==> src/verilog/rni_regs.svh <==
// timing counts and reset values for the reset / nmi pin block
// assumes a single 50 mhz cpu clock
`ifndef RNI_REGS_SVH
`define RNI_REGS_SVH
`define RNI_CLK_PERIOD_NS 20
`define RNI_WD_PULSE_CYCLES 4'h8
`define RNI_PC_RESET 16'h0000
`define RNI_ST_RESET 16'h0000
`endif

==> src/verilog/rni_pkg.sv <==
// types for the reset / nmi pin block
// assumes rni_regs.svh holds the numeric constants
package rni_pkg;

  typedef enum logic [1:0] {
    RNI_RUN,
    RNI_HALT,
    RNI_WD_DRIVE
  } rni_state_t;

  // what the core sees from this block
  typedef struct packed {
    logic halt;
    logic pc_clear;
    logic regs_clear;
    logic start_fetch;
    logic nmi_take;
  } rni_core_ctl_t;

endpackage

==> src/verilog/rni_pins.sv <==
// reset pin and nonmaskable interrupt pin logic of the cpu
// assumes one 50 mhz cpu clock; watchdog overflow arrives as a clk-domain pulse
`timescale 1ns/10ps
`default_nettype none
`include "rni_regs.svh"
module rni_pins (
  // clock and reset
  input wire logic clk,
  input wire logic rst_n,
  // reset pin, open drain
  input wire logic device_reset_pin_i,
  output logic device_reset_pin_o,
  output logic device_reset_pin_oe_n,
  // nmi pin
  input wire logic nmi_n_i,
  // watchdog and core side
  input wire logic wd_overflow,
  input wire logic global_interrupt_mask_bit,
  input wire logic nmi_ack,
  output var rni_pkg::rni_core_ctl_t core_ctl,
  output logic [15:0] pc_reset_value,
  output logic [15:0] st_reset_value
);

  typedef struct packed {
    rni_pkg::rni_state_t state;
    logic [3:0] cnt;
    logic nmi_prev;
    logic nmi_edge;
    logic nmi_pend;
    logic pin_o;
    logic pin_oe_n;
    rni_pkg::rni_core_ctl_t ctl;
    // constants held in flops so every output leaves a register
    logic [15:0] pc_rst;
    logic [15:0] st_rst;
  } rni_st_t;

  rni_st_t st_q;
  rni_st_t st_d;
  logic rs_lvl;
  logic nmi_lvl;

  ////////////////////////////////////////////////////////////////////////////
  // pin synchronisers
  rni_sync #(.RST_VAL(1'b0)) u_rs_sync (
    .clk(clk),
    .rst_n(rst_n),
    .pin_i(device_reset_pin_i),
    .level_o(rs_lvl)
  );

  rni_sync #(.RST_VAL(1'b1)) u_nmi_sync (
    .clk(clk),
    .rst_n(rst_n),
    .pin_i(nmi_n_i),
    .level_o(nmi_lvl)
  );

  ////////////////////////////////////////////////////////////////////////////
  always_comb begin
    st_d = st_q;
    st_d.ctl.start_fetch = 1'b0;
    st_d.nmi_prev = nmi_lvl;
    st_d.nmi_edge = 1'b0;
    unique case (st_q.state)
      rni_pkg::RNI_RUN: begin
        if (wd_overflow) begin
          st_d.state = rni_pkg::RNI_WD_DRIVE;
          st_d.cnt = `RNI_WD_PULSE_CYCLES - 4'h1;
          st_d.pin_o = 1'b0;
          st_d.pin_oe_n = 1'b0;
        end else if (!rs_lvl) begin
          st_d.state = rni_pkg::RNI_HALT;
        end
      end
      rni_pkg::RNI_WD_DRIVE: begin
        // own drive shows on the pin; release after eight cycles
        if (st_q.cnt == 4'h0) begin
          st_d.pin_oe_n = 1'b1;
          st_d.state = rni_pkg::RNI_HALT;
        end else begin
          st_d.cnt = st_q.cnt - 4'h1;
        end
      end
      rni_pkg::RNI_HALT: begin
        // wait for our drive to clear the synchroniser before release
        if (rs_lvl && st_q.pin_oe_n) begin
          st_d.state = rni_pkg::RNI_RUN;
          st_d.ctl.start_fetch = 1'b1;
        end
      end
    endcase
    st_d.ctl.halt = (st_d.state != rni_pkg::RNI_RUN);
    st_d.ctl.pc_clear = st_d.ctl.halt;
    st_d.ctl.regs_clear = st_d.ctl.halt;
    // falling edge then low level on the next cycle
    if (st_q.nmi_prev && !nmi_lvl) begin
      st_d.nmi_edge = 1'b1;
    end
    if (st_q.nmi_edge && !nmi_lvl && !st_q.ctl.halt) begin
      st_d.nmi_pend = 1'b1;
    end else if (nmi_ack) begin
      st_d.nmi_pend = 1'b0;
    end
    if (st_d.ctl.halt) begin
      st_d.nmi_pend = 1'b0;
    end
    // mask bit deliberately not consulted
    st_d.ctl.nmi_take = st_d.nmi_pend;
  end

  always_ff @(posedge clk or negedge rst_n) begin
    if (!rst_n) begin
      st_q.state <= rni_pkg::RNI_HALT;
      st_q.cnt <= 4'h0;
      st_q.nmi_prev <= 1'b1;
      st_q.nmi_edge <= 1'b0;
      st_q.nmi_pend <= 1'b0;
      st_q.pin_o <= 1'b0;
      st_q.pin_oe_n <= 1'b1;
      st_q.ctl <= 5'h1c;
      st_q.pc_rst <= `RNI_PC_RESET;
      st_q.st_rst <= `RNI_ST_RESET;
    end else begin
      st_q <= st_d;
    end
  end

  assign device_reset_pin_o = st_q.pin_o;
  assign device_reset_pin_oe_n = st_q.pin_oe_n;
  assign core_ctl = st_q.ctl;
  assign pc_reset_value = st_q.pc_rst;
  assign st_reset_value = st_q.st_rst;
endmodule // rni_pins
`default_nettype wire

==> src/verilog/rni_sync.sv <==
// two flip-flop synchroniser for one pin level
// assumes the pin is asynchronous to clk
`timescale 1ns/10ps
`default_nettype none
module rni_sync #(
  parameter logic RST_VAL = 1'b1
) (
  // clock and reset
  input wire logic clk,
  input wire logic rst_n,
  // pin and synced level
  input wire logic pin_i,
  output logic level_o
);

  typedef struct packed {
    logic s1;
    logic s2;
  } rni_sync_st_t;

  rni_sync_st_t st_q;
  rni_sync_st_t st_d;

  ////////////////////////////////////////////////////////////////////////////
  always_comb begin
    st_d = st_q;
    st_d.s1 = pin_i;
    st_d.s2 = st_q.s1;
  end

  always_ff @(posedge clk or negedge rst_n) begin
    if (!rst_n) begin
      st_q <= {RST_VAL, RST_VAL};
    end else begin
      st_q <= st_d;
    end
  end

  assign level_o = st_q.s2;

endmodule // rni_sync
`default_nettype wire
==> config.mk <==
export PLATFORM = sky130hd
export DESIGN_NAME = rni_pins
export DESIGN_NICKNAME = d
export VERILOG_FILES = /design/src/verilog/rni_pkg.sv /design/src/verilog/rni_pins.sv /design/src/verilog/rni_sync.sv
export VERILOG_INCLUDE_DIRS = /design/src /design/src/verilog
export SDC_FILE = /design/constraint.sdc
export NUM_CORES = 1
export LEC_CHECK = 0
export ABC_AREA = 1
export BUFFER_PORTS_ARGS = -buffer_cell sky130_fd_sc_hd__buf_2
export CELL_PAD_IN_SITES_DETAIL_PLACEMENT = 1
export CELL_PAD_IN_SITES_GLOBAL_PLACEMENT = 1
export CORE_UTILIZATION = 36
export DETAILED_ROUTE_END_ITERATION = 10
export GPL_TIMING_DRIVEN = 0
export PLACE_DENSITY_LB_ADDON = 0.3
export SLEW_MARGIN = 20
export SYNTH_ARGS = -nofsm -noshare
export SYNTH_HDL_FRONTEND = slang
export SYNTH_SLANG_ARGS = --single-unit
==> constraint.sdc <==
create_clock -name clk -period 4.7 [get_ports clk]
set_clock_uncertainty 0.1 [all_clocks]
set_input_delay 1.41 -clock clk [delete_from_list [all_inputs] [get_ports clk]]
set_output_delay 1.41 -clock clk [all_outputs]
set_load 0.05 [all_outputs]
=== Yosys cells after proc, flatten, opt, wreduce, memory -nomap -nowiden ===
Cells that the tools add are included.

* Register bits: 16
* Input bits: 7
* Output and inout port bits: 39
* Logic and storage cells: 48

* $add $sub $neg: 1
* Eq/ne operators: 5
* Multiplexer cells: 17
* Reductions and logical operators: 13

{| class="wikitable"
|+ Operator list
! operator !! count
|-
| $mux 1 || 8
|-
| $mux 2 || 4
|-
| $mux 4 || 2
|-
| $pmux 4 s2 || 1
|-
| $ne 2x2->1 const B || 3
|-
| $pmux 2 s3 || 1
|-
| $reduce_and 3->1 || 2
|-
| $logic_and 1x1->1 || 4
|-
| $logic_not 4->1 || 1
|-
| $reduce_bool 2->1 || 2
|-
| $sub 4x1->4 const B || 1
|-
| $reduce_bool 3->1 || 1
|-
| $eq 2x1->1 const B || 1
|-
| $eq 2x2->1 const B || 1
|-
| $logic_not 1->1 || 2
|-
| $logic_not 2->1 || 1
|-
| $pmux 1 s2 || 1
|}

=== Logic depth before layout (Yosys ltp) ===
Gate-level depths: netlist (run 1).

* Word-level depth: 5
* Mapped depth: 9
* Gate-level depth less buffers: 9

=== Hierarchy ===
Synthesis (run 1) repeated with hierarchy kept, for this count alone.

* Cell total of the unflattened synthesis: 118
* Area, all modules: 1,057.3 sq um

{| class="wikitable"
|+ Modules (own cells, without submodules)
! module !! times used !! cells an instance !! area an instance (sq um)
|-
| rni_pins || 1 || 114 || 954.7
|-
| rni_sync at u_nmi_sync || 1 || 2 || 52.6
|-
| rni_sync at u_rs_sync || 1 || 2 || 50.0
|}

=== Least setup slack after synthesis (run 1) ===
Ideal clock, no wire load.

* Kind: register -> output
* Start point: register st_q, in the netlist core_ctl[2]
* End point: output core_ctl[2] (netlist bit)
* Data arrival time: 0.714 ns
* Data required time: 3.190 ns
* Path slack: 2.476 ns
* Stages on the path, launching flop included: 2
* Path buffers: 1
* Cells stage by stage: dfstp_2 -> buf_4

{| class="wikitable"
|+ RTL lines
! what !! line !! source
|-
| from (decl) || rni_pins.sv:39 || <nowiki>rni_st_t st_q;</nowiki>
|-
| from (signal assigned) || rni_pins.sv:126 || <nowiki>st_q <= st_d;</nowiki>
|-
| to (decl) || rni_pins.sv:20 || <nowiki>output var rni_pkg::rni_core_ctl_t core_ctl,</nowiki>
|}

No word-level cell between the ends.

==> metrics.txt, run 1 <==
Mean Syn Cell Area=8.90 um^2; post-synth top area cell=buf_4; crit path max fanout=4; status=completed; Netlist cell types=25; vias in the first global route=between 700 and 800; gp weighted congestion=0.786; Fillers=358; Die Y=56.2 um; initial antenna violation count=0; via density per instance=3.93; commonest non-fill, non-tap cell in the layout=buf_4; post-synth top area share=27.0%; Post-CTS Hold Buffers=0; power share of the clock group=between 10% and 20%; Sw Pwr=368 uW; remaining global-route overflow=0; Nets=approximately 180; Initial Util=between 30% and 40%; core area=about 2800 um^2; largest cells by area after synthesis=buf_4 27%, dfrtp_1 24%, dfstp_2 15%, nand2_1 5.0%, ha_1 4.7%; Max stage delay on crit path=570 ps; Gate Count Post-Synth=between 100 and 150; most frequent cells in the layout=38 x buf_4, 33 x conb_1, 14 x nand2_1; final worst slack=roughly 2000 ps; CP Cell Sequence=buf_4 -> buf_2; Synth Cell Area=1060 um^2; IO buf count=11; # Max-Cap Violations=0; n_diodes=0; Setup TNS=0 ps; Final setup viols=0; post-synthesis mux area share=0%; HPWL Detailed=roughly 1700 um; CTS H-tree depth=1; Synth Area in Simple Gates=between 10% and 20%; sequential area share after synthesis=38.5%; CP Launch Type=flop; row count=19; Period Utilization, post-route=57.6%; Synthesis Warnings=0; final hold vios=0; complex-gate fraction of the synthesized area=between 7 and 8%; Num CTS Buffers=3; TritonCTS sink count=16; largest net degree at the start of global routing=17; VDD IR max=~0.26 mV; Routed WL per cell=10.3 um; CTS resizes=0; GRT Util Overall=between 10% and 20%; CP arrival=1200 ps; CTS max path bufs=2; die width=56.2 um; Clk pin slew, worst setup/hold paths=90 ps; CTS Root Cell=clkbuf_4; Final Max Tran Viols=0; global-route wire length before repair=about 3400 um; Sw Ratio=50.4%; combinational power share=59.1%; DRC=0; Synth Area in Adders=roughly 4.7%; slowest stage cell, crit path=dfstp_2; DR vias=between 700 and 800; highest clock rate=roughly 0.37 GHz; Post CTS Setup Buffer Count=0; die footprint=3160 um^2; clk_lat worst skew=approximately 290 ps; initial drt markers=15; dpl ws=about 2300 ps; Crit. End Element=output pin; Yosys reg bits=16; Area Growth Syn to Fin=23.6%; power share of the sequential group=between 20% and 30%; layout cells sized above 1=~45%; Lkg Pwr=approximately 0.00076 uW; largest family of logic cells by synthesized area=buffers and inverters; CTS tree=built; Int Pwr=around 360 uW; worst min-delay path category=reg -> reg; Ports=46; post-synthesis xor/xnor area fraction=under 10%; Req. time, crit path=about 3200 ps; final wirelength=between 2000 and 2500 um; Routed Antenna Nets=0; Pwr per Cell Area=558 nW/um^2; First-pass DRT Iterations=4; min Tclk post-route=2710 ps; Crit Path Class=reg -> out; RSZ-0062 raised after global routing=no
power groups by stage:
| stage | clock network (uW) | registers [uW] | logic [uW] |
|---|---|---|---|
| floorplan | 0 | 216 | 356 |
| global route | 101 | 214 | 470 |
| finish | 90.5 | 208 | 432 |
| detailed placement | 0 | 211 | 432 |
| global placement | 0 | 208 | 417 |
| CTS | 94.8 | 208 | 434 |
path summary, 6_finish.rpt:
path | from | end | slack, ps | cells past startpoint
setup / recovery | core_ctl[2] | core_ctl[4] | 1990 | 2
hold / removal | u_nmi_sync.st_d[0] | u_nmi_sync.level_o | 260 | 0
setup reg to reg | st_q[46] | st_q[44] | 3030 | 8
hold reg to reg | u_nmi_sync.st_d[0] | u_nmi_sync.level_o | 260 | 0
max in group asynchronous | rst_n | st_q[46] | 3270 | 1
min in group asynchronous | rst_n | core_ctl[1] | 920 | 1
flip-flops by register name, indices dropped and copies added, names as in the netlist:
name / flops
st_q: 8
core_ctl: 3
device_reset_pin_oe_n: 1
u_nmi_sync.level_o: 1
u_nmi_sync.st_d: 1
u_rs_sync.level_o: 1
u_rs_sync.st_d: 1
metal layers:
| layer | vias to the layer above | global-route usage (%) | wire length [um] |
|---|---|---|---|
| li1 | 385 | - | - |
| met3 | 5 | 3.26 | 112 |
| met4 | 0 | 10.5 | 66 |
| met1 | 356 | 15.1 | 748 |
| met5 | - | 0 | 0 |
| met2 | 29 | 25.7 | 1100 |
cells by family after synthesis:
kind of cell               count (synthesis)
AOI/OAI and AO/OA                         10
xor gates and xnor gates                   2
adders and majority gates                  4
buffers and inverters                     54
DFF                                       16
other                                      1
and+or+nand+nor                           32
cell type report:
class	count	area, um^2	area share [%]
tap	31	38.8	2.96
buffer	38	285	21.8
sequential	16	408	31.2
multi-input combinational	81	420	32.1
timing repair buffer	11	55.1	4.21
clock buffer	4	36.3	2.77
inverter	16	65.1	4.97
cell usage after synthesis (all sizes together):
| cell type | instances |
|---|---|
| clkinv | 2 |
| o21ai | 5 |
| nand3 | 4 |
| conb | 1 |
| a21oi | 3 |
| o22ai | 1 |
| nor3 | 2 |
| buf | 38 |
| ha | 4 |
| o211ai | 1 |
| xor2 | 2 |
| inv | 14 |
| nor2 | 5 |
| dfstp | 6 |
| dfrtp | 10 |
| nand2 | 20 |
| nand4 | 1 |
stage by stage:
| stage | total power [uW] | hold slack [ps] | cells | utilization [%] | instance area, um^2 |
|---|---|---|---|---|---|
| floorplan | 572 | 231 | 151 | - | 1180 |
| global placement | 625 | 234 | 193 | 45.7 | 1270 |
| detailed placement | 643 | 247 | 193 | 45.7 | 1270 |
| CTS | 738 | 261 | 197 | 47.1 | 1310 |
| global route | 784 | 270 | 197 | 47.1 | 1310 |
| finish | 730 | 259 | 197 | 47.1 | 1310 |
critical path: cells and delay by family, from the launching register on:
kind | cells | cell delay (ps)
flip-flops | 1 | 570
buffers and inverters | 2 | 340
No activity file was read; power rests on OpenSTA's default activity.
==> run 2, diff against run 1 <==
Settings changed: CORE_UTILIZATION 36 to 33.
Clock period 4.7 ns to 2.7 ns, I/O delays scaled along.
==> metrics.txt, run 2 (synthesis results as in run 1) <==
status=completed; Multi-input gate area=around 420 um^2; Fillers=between 400 and 500; Area Growth Syn to Fin=25.2%; Reg with most FFs=st_q; minimum hold slack=~260 ps; RSZ-0062 raised after global routing=no; CTS resizes=0; Crit Path Class=reg -> out; Sequential cell area=a little over 400 um^2; DR vias=approximately 780; Period Utilization, post-route=between 70 and 80%; VDD IR max=0.292 mV; Nets=between 150 and 200; max reg flops=8; via density per instance=~3.7; n_diodes=0; Max stage delay on crit path=570 ps; die footprint=roughly 3400 um^2; layout cells sized above 1=around 45%; die width=~59 um; TritonCTS sink count=16; row count=20; vias in the first global route=around 700; remaining global-route overflow=0; Num CTS Buffers=3; Area after DPL=1290 um^2; initial antenna violation count=0; largest net degree at the start of global routing=17; CTS H-tree depth=1; post-route cell area=about 1300 um^2; Sw Pwr=~640 uW; commonest non-fill, non-tap cell in the layout=buf_4; CP arrival=approximately 1200 ps; Routed Antenna Nets=0; crit path max fanout=4; CP Launch Type=flop; highest clock rate=roughly 0.47 GHz; final core occ=43.4%; worst min-delay path category=reg -> reg; Final Max Tran Viols=0; Final setup viols=0; power share of the clock group=between 10% and 20%; clk_lat worst skew=slightly below 300 ps; final hold vios=0; Crit. End Element=output pin; CTS max path bufs=2; CP Cell Sequence=buf_4 -> buf_2; GRT Util Overall=between 10% and 20%; CTS Root Cell=clkbuf_4; Post-CTS Hold Buffers=0; CTS tree=built; Routed WL per cell=9.18 um; final wirelength=between 1500 and 2000 um; Reg2Reg Setup Slack=~1000 ps; initial drt markers=7; Post CTS Setup Buffer Count=0; Initial Util=between 30% and 40%; Clk pin slew, worst setup/hold paths=100 ps; Lkg Pwr=0.000758 uW; core area=3050 um^2; min Tclk post-route=between 2000 and 2500 ps; # Max-Cap Violations=0; power share of the sequential group=between 20% and 30%; IO buf count=11; global-route wire length before repair=3180 um; Int Pwr=~630 uW; CP bufs+invs=2; Die Y=58.6 um; most frequent cells in the layout=38 x buf_4, 33 x conb_1, 14 x nand2_1; Setup TNS=0 ps; HPWL Detailed=around 1600 um; Pwr per Cell Area=963 nW/um^2; gp weighted congestion=between 0.7 and 0.8; Sw Ratio=between 50 and 60%; combinational power share=between 50% and 60%; slowest stage cell, crit path=dfstp_2; Ports=46; Req. time, crit path=roughly 1800 ps; First-pass DRT Iterations=4; Crit path max-delay family=flip-flops; DRC=0
run 2: cell counts in the layout (fill, tap and decap cells not counted):
No cell type changed its count.
run 2: power by group through the flow:
stage,combinational (uW),clock (uW),sequential (uW)
5_1_grt,823,178,371
6_report,751,163,362
2_1_floorplan,620,0,375
4_1_cts,756,171,362
3_3_place_gp,725,0,361
3_5_place_dp,751,0,367
run 2: stage by stage:
step | setup WS (ps) | power (uW) | cells
6_report | 571 | 1280 | 210
2_1_floorplan | 1080 | 995 | 151
5_1_grt | 519 | 1370 | 210
3_5_place_dp | 892 | 1120 | 206
4_1_cts | 552 | 1290 | 210
3_3_place_gp | 912 | 1090 | 206
run 2: routing by layer:
metal | track usage, % | up-vias | routed length [um]
met5 | 0 | - | 0
met4 | 6.12 | 0 | 26
met3 | 1.32 | 4 | 88
met2 | 21.8 | 26 | 1020
met1 | 14.7 | 362 | 796
li1 | - | 389 | -
run 2: final timing paths:
| kind | depth (start not counted) | start | end |
|---|---|---|---|
| max | 2 | core_ctl[2] | core_ctl[2] |
| min | 0 | u_nmi_sync.st_d[0] | u_nmi_sync.level_o |
| max reg2reg | 8 | st_q[46] | st_q[44] |
| min reg2reg | 0 | u_nmi_sync.st_d[0] | u_nmi_sync.level_o |
| max in group asynchronous | 1 | rst_n | device_reset_pin_oe_n |
| min in group asynchronous | 1 | rst_n | st_q[40] |
run 2: final cells by class:
cell class | count | area share, %
multi-input cells | 81 | 31.7
well taps | 44 | 4.15
flip-flops and latches | 16 | 30.8
plain buffers | 38 | 21.5
clock buffers | 4 | 2.74
inverters | 16 | 4.91
repair buffers | 11 | 4.15
run 2: worst reg2reg max path: stages (launching register included):
cell,delay (ps)
dfstp_2,550
inv_1,80
ha_1,260
inv_2,150
a21oi_4,70
nand2_2,110
clkinv_4,90
o21ai_2,70
o21ai_2,70
==> run 3, diff against run 2 <==
Settings changed: ABC_AREA 1 to 0, CORE_UTILIZATION 33 to 31.
Clock period 2.7 ns to 1.7 ns, I/O delays scaled along.
==> metrics.txt, run 3 <==
status=finished with violations; failing checks=negative setup slack; final hold vios=0; Num CTS Buffers=3; min Tclk post-route=about 1700 ps; clk_lat worst skew=290 ps; DR top layer=met4; R2R Path Start=st_q[43]; Final setup viols=2; Fillers=398; DR vias=slightly above 800; HPWL Detailed=approximately 1700 um; die footprint=~3700 um^2; post-synth top area share=26.8%; largest cells by area after synthesis=buf_4 27%, dfrtp_1 23%, dfstp_2 15%, ha_1 4.7%, a31oi_1 2.3%; Period Utilization, post-route=101%; Nets=between 150 and 200; highest clock rate=between 0.5 and 0.6 GHz; Die Y=a little over 60 um; capture point of the worst reg-to-reg path=st_q[45]; Post-synth top cells=38 x buf_4, 10 x dfrtp_1, 6 x dfstp_2, 6 x inv_1; Routed WL per cell=approximately 11 um; n_diodes=0; First-pass DRT Iterations=2; Req. time, crit path=roughly 1100 ps; Reg2Reg Setup Slack=40 ps; worst min-delay path category=in -> async; GRT Util Overall=13.3%; Lkg Pwr=roughly 0.00079 uW; max reg flops=8; core area=3150 um^2; CTS max path bufs=2; final worst slack=-17.2 ps; Crit. End Element=output pin; top-count cell post-synth=buf_4; most frequent cells in the layout=44 x buf_4, 33 x conb_1, 10 x dfrtp_1; CP Launch Type=flop; Pwr per Cell Area=~1400 nW/um^2; Initial Util=between 30% and 40%; initial drt markers=19; largest net degree at the start of global routing=17; DRC=0; Area Growth Syn to Fin=37.7%; TritonCTS sink count=16; row count=20; Synth async-reset ratio=100%; sequential area share after synthesis=between 30% and 40%; placed instance count=~190; post-synth top area cell=buf_4; Clk pin slew, worst setup/hold paths=approximately 100 ps; Synth Cell Area=between 1000 and 1500 um^2; die width=around 60 um; RSZ-0062 raised after global routing=yes; Worst R2R Path Depth=5; Synthesis Warnings=0; number of flops mapped to enable cells by yosys=0; Routed Antenna Nets=0; CP arrival=between 1000 and 1500 ps; crit path max fanout=4; layout cells sized above 1=between 40% and 50%; Yosys reg bits=16; Met3 Wirelength=121 um; CTS H-tree depth=1; Gate Count Post-Synth=about 110; Crit Path Class=reg -> out; Post-CTS Hold Buffers=0; Final Max Tran Viols=0; Overall Power=between 2000 and 2500 uW; IO buf count=11; commonest non-fill, non-tap cell in the layout=buf_4; remaining global-route overflow=0; gp weighted congestion=0.783; Post-Layout Cell Count=a little over 200; # Max-Cap Violations=0; CTS Root Cell=clkbuf_4; dpl ws=-135 ps; Ports=between 40 and 50; VDD IR max=0.401 mV; ys flop type=dfrtp_1; CTS tree=built; wl on met1=between 800 and 900 um; Netlist cell types=35; global-route wire length before repair=roughly 3500 um; Mean Syn Cell Area=about 10 um^2; vias in the first global route=between 700 and 800; initial antenna violation count=0; Reg with most FFs=st_q; wire length on met2=roughly 1300 um; via density per instance=just under 4; final wirelength=approximately 2300 um
==> run 3: how the worst max path moves through the flow <==
stage / from / to / slack, ps / cells after the start
after floorplan: st_q[42] / st_q[45] / 80 / 5
after global placement: st_q[46] / core_ctl[0] / -70 / 5
after detailed placement: st_q[46] / core_ctl[0] / -140 / 5
after CTS: core_ctl[2] / core_ctl[4] / -40 / 2
after global routing: core_ctl[2] / core_ctl[4] / -60 / 2
final: core_ctl[2] / core_ctl[3] / -20 / 2
==> run 3: layout make-up <==
| type | instances | area, um^2 | area share (%) |
|---|---|---|---|
| repair buffers | 17 | 136 | 9.29 |
| multi-input cells | 78 | 513 | 35.0 |
| flip-flops and latches | 16 | 408 | 27.8 |
| inverters | 6 | 22.5 | 1.53 |
| well taps | 44 | 55.1 | 3.75 |
| clock buffers | 4 | 36.3 | 2.47 |
| plain buffers | 39 | 297 | 20.2 |
==> run 3: kinds of logic (layout without fill, tap and decap cells) <==
group	after synthesis	count (layout)	synth area share [%]
DFF	16	16	38.3
adders and majority gates	4	4	4.70
AOI/OAI and AO/OA	21	21	14.0
other	1	33	0.352
buffers and inverters	45	66	29.2
and+or+nand+nor	19	19	12.4
muxes	1	1	1.06
==> run 3: critical path: stages (launching register included) <==
cell     delay, ps
dfstp_2        570
buf_4          120
buf_8          130
==> run 3: power breakdown <==
group | total, uW | switching [uW] | leakage (uW) | internal, uW
Sequential | 566 | 88.8 | 0.000183 | 477
Combinational | 1230 | 697 | 0.000587 | 534
Clock | 252 | 121 | 0.0000210 | 130
==> run 3: routing by layer <==
| metal | track usage, % | up-vias |
|---|---|---|
| li1 | - | 401 |
| met1 | 14.3 | 375 |
| met2 | 24.5 | 28 |
| met3 | 1.49 | 2 |
| met4 | 8.44 | 0 |
| met5 | 0 | - |
==> run 3: per-stage QoR <==
stage / utilization (%) / cell area, um^2 / TNS (ps) / hold WS [ps]
after floorplan: - / 1190 / 0 / 114
after global placement: 41.1 / 1300 / -132 / 236
after detailed placement: 41.1 / 1300 / -344 / 236
after CTS: 44.2 / 1390 / -86.5 / 13.3
after global routing: 46.5 / 1470 / -179 / 38.3
final: 46.5 / 1470 / -32.7 / 18.3
==> run 3: what timing repair did <==
| item | 4_1_cts | 5_1_grt |
|---|---|---|
| pin swaps | 1 | 2 |
| setup endpoints to repair | 11 | 11 |
| gates cloned | 0 | 0 |
| buffers inserted | 1 | 5 |
| gates resized for setup | 16 | 9 |
